==> src/pkg/ncc_cfg.svh <==
/*
  Constants of the network controller command bank: register offsets,
  command bit positions, reset values and timing counts.
  Assumes inclusion by bare name from the package and the testbench.
*/
`ifndef NCC_CFG_SVH
`define NCC_CFG_SVH

// ------------------------------------------------------------
// Register byte offsets
// ------------------------------------------------------------
`define NCC_OFS_CMD 12'h000
`define NCC_OFS_FDP 12'h004
`define NCC_OFS_RRP 12'h008
`define NCC_OFS_WDT 12'h00C
`define NCC_OFS_STAT 12'h010
`define NCC_OFS_TALLY 12'h014

// ------------------------------------------------------------
// Command bit positions
// ------------------------------------------------------------
`define NCC_BIT_LOAD 9
`define NCC_BIT_FETCH 8
`define NCC_BIT_SRST 7
`define NCC_BIT_START 5
`define NCC_BIT_STOP 4
`define NCC_BIT_TXP 1
`define NCC_CMD_WMASK 16'h03BF

// ------------------------------------------------------------
// Reset values and timing
// ------------------------------------------------------------
`define NCC_CMD_RESET 16'h0080
`define NCC_FETCH_CYCLES 4'h4
`define NCC_LOAD_CYCLES 4'h8

`endif

==> src/pkg/ncc_pkg.sv <==
/*
  Types of the network controller command bank.
  Assumes the constants header is on the include path.
*/
package ncc_pkg;
  `include "ncc_cfg.svh"

  typedef enum logic [1:0] {
    NCC_IDLE = 2'b00,
    NCC_LOAD = 2'b01,
    NCC_FETCH = 2'b10
  } ncc_seq_t;
endpackage

==> src/verilog/ncc_wdog.sv <==
/*
  General-purpose watchdog counter with start and stop control.
  Assumes run comes from the command bank and load from a write of the timer register.
*/
`timescale 1ns/1ps
module ncc_wdog
  import ncc_pkg::*;
(
  input wire logic sys_clk, // System clock
  input wire logic rst_b, // Async reset, low
  input wire logic run, // Count enable
  input wire logic load, // Load new value
  input wire logic [15:0] loadVal, // Value to load
  output logic [15:0] count // Present count
);
  typedef struct packed {
    logic [15:0] count;
  } ncc_wd_t;

  ncc_wd_t st, next_st;

  always_comb begin
    next_st = st;
    if (load) begin
      next_st.count = loadVal;
    end else if (run) begin
      next_st.count = st.count - 16'h0001;
    end
  end

  always_ff @(posedge sys_clk or negedge rst_b) begin
    if (!rst_b) begin
      st <= '0;
    end else begin
      st <= next_st;
    end
  end

  assign count = st.count;

  a_wd_holds: assert property (@(posedge sys_clk) disable iff (!rst_b)
    (!run && !load) |=> $stable(count))
    else $error("watchdog moved while halted");
endmodule

==> src/verilog/ncc_tally.sv <==
/*
  Tally counter for received frame events, halted but kept in soft reset.
  Assumes event is a one-cycle pulse from the receive logic.
*/
`timescale 1ns/1ps
module ncc_tally
  import ncc_pkg::*;
(
  input wire logic sys_clk, // System clock
  input wire logic rst_b, // Async reset, low
  input wire logic halt, // Hold the count
  input wire logic evt, // Event pulse
  output logic [15:0] count // Present count
);
  typedef struct packed {
    logic [15:0] count;
  } ncc_ty_t;

  ncc_ty_t st, next_st;

  always_comb begin
    next_st = st;
    if (evt && !halt) begin
      next_st.count = st.count + 16'h0001;
    end
  end

  always_ff @(posedge sys_clk or negedge rst_b) begin
    if (!rst_b) begin
      st <= '0;
    end else begin
      st <= next_st;
    end
  end

  assign count = st.count;

  a_tally_kept: assert property (@(posedge sys_clk) disable iff (!rst_b)
    halt |=> count == $past(count))
    else $error("tally changed during soft reset");
endmodule

==> src/verilog/ncc_cmd_bank.sv <==
/*
  Command register bank on APB with filter load and resource fetch
  sequencers, software reset, watchdog control and a tally counter.
  Assumes a single-word memory port that answers combinationally in the
  request cycle and an APB master that keeps to the protocol.
*/
// Local design decisions: the address map and the APB slave port.
`timescale 1ns/1ps
module ncc_cmd_bank
  import ncc_pkg::*;
(
  input wire logic sys_clk, // 50 MHz clock
  input wire logic rst_b, // Async reset, low
  input wire logic psel, // APB select
  input wire logic penable, // APB enable
  input wire logic pwrite, // APB write
  input wire logic [11:0] paddr, // APB byte address
  input wire logic [31:0] pwdata, // APB write data
  output logic [31:0] prdata, // APB read data
  output logic pready, // APB ready
  output logic pslverr, // APB error
  output logic memReq, // Memory read request
  output logic [31:0] memAddr, // Memory read address
  input wire logic [31:0] memData, // Memory read data, same cycle as request
  output logic camWe, // Match memory write pulse
  output logic [2:0] camIdx, // Match memory entry index
  output logic [31:0] camData, // Match memory entry data
  output logic [31:0] rraWord, // Last resource word read
  output logic crcEnable, // Frame check generator enable
  output logic smReset, // Internal machines held in reset
  input wire logic rxEvent // Tally event pulse
);
  // ------------------------------------------------------------
  // State
  // ------------------------------------------------------------
  typedef struct packed {
    logic [15:0] cmd;
    logic [31:0] fdp;
    logic [31:0] resource_read_pointer;
    ncc_seq_t seq;
    logic [3:0] cnt;
    logic memReq;
    logic [31:0] memAddr;
    logic camWe;
    logic [2:0] camIdx;
    logic [31:0] camData;
    logic [31:0] rraWord;
    logic [31:0] prdata;
    logic pslverr;
  } ncc_st_t;

  ncc_st_t st, next_st;
  logic [15:0] wdCount;
  logic [15:0] tallyCount;
  logic wdLoad;
  logic access;
  logic setup;
  logic wrCmd;
  logic srst;

  function automatic logic hit(input logic [11:0] a, input logic [11:0] o);
    hit = (a == o);
  endfunction

  assign access = psel && penable;
  // Read data is registered in setup so it stands through the access cycle
  assign setup = psel && !penable;
  assign wrCmd = access && pwrite && hit(paddr, `NCC_OFS_CMD);
  assign wdLoad = access && pwrite && hit(paddr, `NCC_OFS_WDT);
  assign srst = st.cmd[`NCC_BIT_SRST];

  // ------------------------------------------------------------
  // Next state
  // ------------------------------------------------------------
  always_comb begin
    logic [15:0] w;
    logic mapped;
    w = '0;
    mapped = 1'b0;
    next_st = st;
    next_st.memReq = 1'b0;
    next_st.camWe = 1'b0;
    if (setup) begin
      mapped = hit(paddr, `NCC_OFS_CMD) || hit(paddr, `NCC_OFS_FDP) ||
               hit(paddr, `NCC_OFS_RRP) || hit(paddr, `NCC_OFS_WDT) ||
               hit(paddr, `NCC_OFS_STAT) || hit(paddr, `NCC_OFS_TALLY);
      next_st.pslverr = !mapped;
      next_st.prdata = '0;
      if (!pwrite) begin
        if (hit(paddr, `NCC_OFS_CMD)) next_st.prdata = {16'h0000, st.cmd};
        if (hit(paddr, `NCC_OFS_FDP)) next_st.prdata = st.fdp;
        if (hit(paddr, `NCC_OFS_RRP)) next_st.prdata = st.resource_read_pointer;
        if (hit(paddr, `NCC_OFS_WDT)) next_st.prdata = {16'h0000, wdCount};
        if (hit(paddr, `NCC_OFS_STAT)) next_st.prdata = st.rraWord;
        if (hit(paddr, `NCC_OFS_TALLY)) next_st.prdata = {16'h0000, tallyCount};
      end
    end
    if (access && pwrite) begin
      if (hit(paddr, `NCC_OFS_FDP)) next_st.fdp = pwdata;
      if (hit(paddr, `NCC_OFS_RRP)) next_st.resource_read_pointer = pwdata;
    end
    if (wrCmd) begin
      // Reserved bits are dropped so they always read zero
      w = pwdata[15:0] & `NCC_CMD_WMASK;
      next_st.cmd[`NCC_BIT_SRST] = w[`NCC_BIT_SRST];
      next_st.cmd[`NCC_BIT_TXP] = w[`NCC_BIT_TXP];
      if (w[`NCC_BIT_LOAD]) next_st.cmd[`NCC_BIT_LOAD] = 1'b1;
      if (w[`NCC_BIT_FETCH]) next_st.cmd[`NCC_BIT_FETCH] = 1'b1;
      // Stop wins if both are written, leaving the timer halted
      if (w[`NCC_BIT_START]) begin
        next_st.cmd[`NCC_BIT_START] = 1'b1;
        next_st.cmd[`NCC_BIT_STOP] = 1'b0;
      end
      if (w[`NCC_BIT_STOP]) begin
        next_st.cmd[`NCC_BIT_STOP] = 1'b1;
        next_st.cmd[`NCC_BIT_START] = 1'b0;
      end
    end
    // ------------------------------------------------------------
    // Sequencers, held idle by software reset
    // ------------------------------------------------------------
    if (srst) begin
      next_st.seq = NCC_IDLE;
      next_st.cnt = '0;
    end else begin
      unique case (st.seq)
        NCC_IDLE: begin
          // Load has priority; a pending fetch waits its turn
          if (st.cmd[`NCC_BIT_LOAD]) begin
            next_st.seq = NCC_LOAD;
            next_st.cnt = '0;
            next_st.memReq = 1'b1;
            next_st.memAddr = st.fdp;
          end else if (st.cmd[`NCC_BIT_FETCH]) begin
            next_st.seq = NCC_FETCH;
            next_st.cnt = '0;
            next_st.memReq = 1'b1;
            next_st.memAddr = st.resource_read_pointer;
          end
        end
        NCC_LOAD: begin
          next_st.camWe = 1'b1;
          next_st.camIdx = st.cnt[2:0];
          next_st.camData = memData;
          if (st.cnt == `NCC_LOAD_CYCLES - 4'h1) begin
            next_st.seq = NCC_IDLE;
            next_st.cmd[`NCC_BIT_LOAD] = 1'b0;
            next_st.fdp = st.fdp + 32'h0000_0020;
          end else begin
            next_st.cnt = st.cnt + 4'h1;
            next_st.memReq = 1'b1;
            next_st.memAddr = st.memAddr + 32'h0000_0004;
          end
        end
        NCC_FETCH: begin
          next_st.rraWord = memData;
          if (st.cnt == `NCC_FETCH_CYCLES - 4'h1) begin
            next_st.seq = NCC_IDLE;
            next_st.cmd[`NCC_BIT_FETCH] = 1'b0;
            next_st.resource_read_pointer = st.resource_read_pointer + 32'h0000_0010;
          end else begin
            next_st.cnt = st.cnt + 4'h1;
            next_st.memReq = 1'b1;
            next_st.memAddr = st.memAddr + 32'h0000_0004;
          end
        end
        default: next_st.seq = NCC_IDLE;
      endcase
    end
  end

  always_ff @(posedge sys_clk or negedge rst_b) begin
    if (!rst_b) begin
      st <= '0;
      st.cmd <= `NCC_CMD_RESET;
      st.seq <= NCC_IDLE;
    end else begin
      st <= next_st;
    end
  end

  // ------------------------------------------------------------
  // Outputs and submodules
  // ------------------------------------------------------------
  assign pready = 1'b1;
  assign prdata = st.prdata;
  assign pslverr = st.pslverr && access;
  assign memReq = st.memReq;
  assign memAddr = st.memAddr;
  assign camWe = st.camWe;
  assign camIdx = st.camIdx;
  assign camData = st.camData;
  assign rraWord = st.rraWord;
  assign smReset = srst;
  assign crcEnable = !srst;

  ncc_wdog u_wdog (
    .sys_clk(sys_clk),
    .rst_b(rst_b),
    .run(st.cmd[`NCC_BIT_START] && !srst),
    .load(wdLoad),
    .loadVal(pwdata[15:0]),
    .count(wdCount)
  );

  ncc_tally u_tally (
    .sys_clk(sys_clk),
    .rst_b(rst_b),
    .halt(srst),
    .evt(rxEvent),
    .count(tallyCount)
  );

  // ------------------------------------------------------------
  // Checks
  // ------------------------------------------------------------
  a_start_clears_stop: assert property (@(posedge sys_clk) disable iff (!rst_b)
    (wrCmd && pwdata[5] && !pwdata[4]) |=> (st.cmd[5] && !st.cmd[4]))
    else $error("start did not clear stop");
  a_stop_clears_start: assert property (@(posedge sys_clk) disable iff (!rst_b)
    (wrCmd && pwdata[4]) |=> (st.cmd[4] && !st.cmd[5]))
    else $error("stop did not clear start");
  a_one_of_two: assert property (@(posedge sys_clk) disable iff (!rst_b)
    !(st.cmd[5] && st.cmd[4]))
    else $error("start and stop both set");
  a_srst_idle: assert property (@(posedge sys_clk) disable iff (!rst_b)
    srst |=> st.seq == NCC_IDLE && !camWe)
    else $error("sequencer active in soft reset");
  a_crc_off: assert property (@(posedge sys_clk) disable iff (!rst_b)
    crcEnable == !st.cmd[7])
    else $error("frame check not tied to soft reset");
  a_srst_sticks: assert property (@(posedge sys_clk) disable iff (!rst_b)
    (srst && !wrCmd) |=> srst)
    else $error("soft reset left without a write");
  a_load_starts: assert property (@(posedge sys_clk) disable iff (!rst_b)
    (st.cmd[9] && !srst && st.seq == NCC_IDLE) |=> memReq && memAddr == $past(st.fdp))
    else $error("filter load did not fetch at pointer");
  a_load_burst: assert property (@(posedge sys_clk) disable iff (!rst_b)
    (st.seq == NCC_IDLE ##1 st.seq == NCC_LOAD && !srst) |-> ##1 camWe)
    else $error("match entry not written");
  a_fetch_starts: assert property (@(posedge sys_clk) disable iff (!rst_b)
    (!st.cmd[9] && st.cmd[8] && !srst && st.seq == NCC_IDLE)
      |=> memReq && memAddr == $past(st.resource_read_pointer))
    else $error("resource fetch did not read at pointer");
  a_rsvd_zero: assert property (@(posedge sys_clk) disable iff (!rst_b)
    (st.cmd & ~`NCC_CMD_WMASK) == 16'h0000)
    else $error("reserved command bit set");

  c_load_done: cover property (@(posedge sys_clk) disable iff (!rst_b)
    st.seq == NCC_LOAD ##1 st.seq == NCC_IDLE);
  c_fetch_done: cover property (@(posedge sys_clk) disable iff (!rst_b)
    st.seq == NCC_FETCH ##1 st.seq == NCC_IDLE);
  c_timer_run: cover property (@(posedge sys_clk) disable iff (!rst_b)
    st.cmd[5] && !srst);
  c_srst_exit: cover property (@(posedge sys_clk) disable iff (!rst_b)
    srst ##1 !srst);
endmodule

==> config.mk <==
export PLATFORM = sky130hd
export DESIGN_NAME = ncc_cmd_bank
export DESIGN_NICKNAME = d
export VERILOG_FILES = /design/src/pkg/ncc_pkg.sv /design/src/verilog/ncc_wdog.sv /design/src/verilog/ncc_tally.sv /design/src/verilog/ncc_cmd_bank.sv
export VERILOG_INCLUDE_DIRS = /design/src /design/src/pkg
export SDC_FILE = /design/constraint.sdc
export NUM_CORES = 1
export LEC_CHECK = 0
export BUFFER_PORTS_ARGS = -buffer_cell sky130_fd_sc_hd__buf_4
export CORE_MARGIN = 2
export CORE_UTILIZATION = 58
export CTS_CLUSTER_SIZE = 40
export DETAILED_ROUTE_END_ITERATION = 6
export PLACE_DENSITY_LB_ADDON = 0.3
export SYNTH_ARGS = -nofsm -noshare
export SYNTH_HDL_FRONTEND = slang
export SYNTH_SLANG_ARGS = --single-unit
==> constraint.sdc <==
create_clock -name sys_clk -period 2.4 [get_ports sys_clk]
set_input_delay 0.24 -clock sys_clk [delete_from_list [all_inputs] [get_ports sys_clk]]
set_output_delay 0.24 -clock sys_clk [all_outputs]
set_load 0.05 [all_outputs]
==> results.cfg <==
[yosys]
netlist.area_leader.share_pct = 43.5
synthFlopType = dfrtp_1
synthTopCellsByArea = dfrtp_1 (43%), buf_4 (7.4%), mux2_2 (5.9%), o21ai_0 (3.9%), nand2_1 (3.8%)
synth-edff-count = 0
yosysWarnings = 0
synthesis.area_mm2 = 0.0139
yosysSeqAreaShare_pct = 43.7
async_flop_share_pct = 100
synth_area_per_cell_um2 = 9.45
syn_inst = 1467
synth_nets = 1555
synth-seq-cells = 242
synth_largest_area_cell = dfrtp_1
yosys.cell_types.count = 83

[worst_hold_path]
hold_start = pwdata[30]
min_path_type = in2reg
worstHoldEndpoint = st[202]
hold_depth = 2

[cells_and_area]
diodes = 0
area_growth_pct = 21.8
fin_nets = 1731
drive_gt1_share_pct = 27.7
fin_area_mm2 = 0.0169
fillers = 1739

[clock_tree]
tritoncts = built
clk_pin_slew_ps = 60
clock_path_buffers = 3
numClockSinks = 242
cts_root_buffer = clkbuf_16
htree_levels = 1
numCtsBuffers = 27
clk_latency_ps = 550

[global_route]
overflow = 0
track_usage_pct = 36.6
antenna_found_initial = 0
grt_pass1_vias = 12400
grt_pass1_wl_um = 70400
grt_max_degree = 67

[worst_setup_path]
end_kind = flop
r2r-start = st[138]
cp_top_family = simple AND/OR/NAND/NOR gates
cp_slowest_cell = dfrtp_1
worstSetupStartpointType = flop
worstPathArrival_ps = 2630
critical_path_class = reg2reg
path_cells = nor3b_2 > and3_2 > nand3_1 > o211ai_1 > o311ai_0
worstRegToRegCells = 5
crit_fanout = 8
r2r_slack_ps = 170
r2r_end = st[198]
cp_slowest_stage_delay_ps = 500
path_buf_inv = 0
worst_ep_required_time_ps = 2800

[power_and_ir_drop]
leakage_uw = 0.00751
powerDensity_mw_per_mm2 = 525
ir_drop_mv = 0.809

[route]
ant_nets = 0
drcViolationCount = 0
wire_per_inst_um = 23.2
via_per_inst = 6.39
drt-total-wl_um = 46000
vias = 12700
firstDrtPassIters = 6
drt_first_iter_violations = 1304

[die]
boundaryPins = 219
die_h_um = 159
placeableCoreArea_mm2 = 0.0235
die-area_mm2 = 0.0252
initial_utilization_pct = 59.1
die_width_um = 159
row_count = 56

[run]
cap_viol_max_count = 0

[timing]
clock_skew_ps = 9.86
tightest_slew_ps = 657
max_slew_margin_pct = 55.9
finalCritPeriodShare_pct = 93.0
finalSetupViolations = 0
rsz0062_at_grt = false
report.final.hold_viol_count = 0
min_period_ps = 2230
tns_ps = 0
drv_slew = 0
fmax_mhz = 448

[place]
dp_hpwl_um = 32700
place_area_mm2 = 0.0154
io_buffer_count = 217
gp_congestion = 1.01

[run_status]
status = completed
cell type report:
class	count	area (µm²)	share of cell area (%)
multi-input cells	981	6370	37.8
well taps	319	399	2.36
clock inverters	14	191	1.13
flip-flops and latches	242	6060	35.9
clock buffers	34	722	4.28
repair buffers	373	3070	18.2
inverters	18	67.6	0.400
through the flow:
step           power (µW)  utilization [%]  hold slack, ps  instances  setup WS (ps)
6_report             8860             71.9            21.9       1981            167
5_1_grt              9060             71.9            10.2       1981           33.0
4_1_cts              8870             71.9           0.563       1981           48.9
3_5_place_dp         4510             65.4             250       1872           73.2
3_3_place_gp         4510             65.4             248       1872            115
2_1_floorplan        4230                -           -55.6       1467            117
how the worst max path moves through the flow:
stage | endpoint | from | cells past startpoint
floorplan | st[157] | smReset | 9
global placement | st[160] | paddr[9] | 7
detailed placement | st[198] | st[138] | 5
CTS | st[198] | st[138] | 5
global route | st[198] | st[138] | 4
finish | st[198] | st[138] | 5
synthesized netlist by cell type, drive strengths merged (31+ instances only):
master,number
nor3,39
buf,163
mux2,74
clkbuf,63
and3,31
o21ai,114
nand2,140
dfrtp,241
a21oi,65
nor2,94
nand3,43
a22oi,63
routing by layer:
metal,track usage [%],share of wire (%),wire (µm),vias up
met4,19.1,5.7,2630,0
met3,6.07,8.6,3940,143
met1,47.3,39,17900,6195
met2,59.2,47,21600,692
met5,0,0,0,-
li1,-,-,-,5634
flip-flops by register name, summed over array words and instances, names as in the netlist:
signal and count:
rraWord 32, prdata 32, u_wdog.count 16, camWe 1, u_tally.count 16, camIdx 3, memReq 1, smReset 1
camData 32, st 76, memAddr 32
cell families (layout without fill, tap and decap cells):
family | count (synthesis) | after routing | share of synthesized area, %
and+or+nand+nor | 449 | 449 | 16.7
muxes | 78 | 78 | 6.30
other | 1 | 1 | 0.0270
xor gates and xnor gates | 35 | 35 | 2.21
DFF | 242 | 242 | 43.7
AOI/OAI and AO/OA | 412 | 412 | 20.0
adders and majority gates | 6 | 6 | 0.541
buffers and inverters | 244 | 439 | 10.4
worst register-to-register path: stages (launching register included):
cell,delay [ps]
dfrtp_1,500
nor3b_2,480
and3_2,440
nand3_1,280
o211ai_1,240
o311ai_0,140
where the power goes:
part           total (µW)  switching [µW]  internal, µW
combinational         434             240           194
sequential           4090            7.18          4080
clock                4330            1770          2570
total                8860            2020          6840
layout by cell type, fill, tap and decap left out, drive strengths merged, types with 8 or more instances in the layout:
| master | instances |
|---|---|
| buf | 312 |
| dfrtp | 241 |
| nand2 | 140 |
| o21ai | 114 |
| nor2 | 94 |
| mux2 | 74 |
| a21oi | 65 |
| a22oi | 63 |
| dlygate4sd3 | 61 |
| nand3 | 43 |
| nor3 | 39 |
| clkbuf | 34 |
| and3 | 31 |
| nand4 | 27 |
| xnor2 | 24 |
| o22ai | 19 |
| inv | 19 |
| and4 | 18 |
| a211oi | 17 |
| nor4 | 13 |
| a31oi | 12 |
| xor2 | 11 |
| o31ai | 10 |
| a22o | 9 |
| or3 | 8 |
| o32ai | 8 |
| a221oi | 8 |
repair_timing:
item / 4_1_cts / 5_1_grt
gates resized for setup: 0 / 1
setup buffers: 0 / 0
endpoints found under the setup margin: 0 / 5
hold buffers: 61 / 0
endpoints found under the hold margin: 172 / 0
Note: power is estimated with default switching activity, not from simulation.
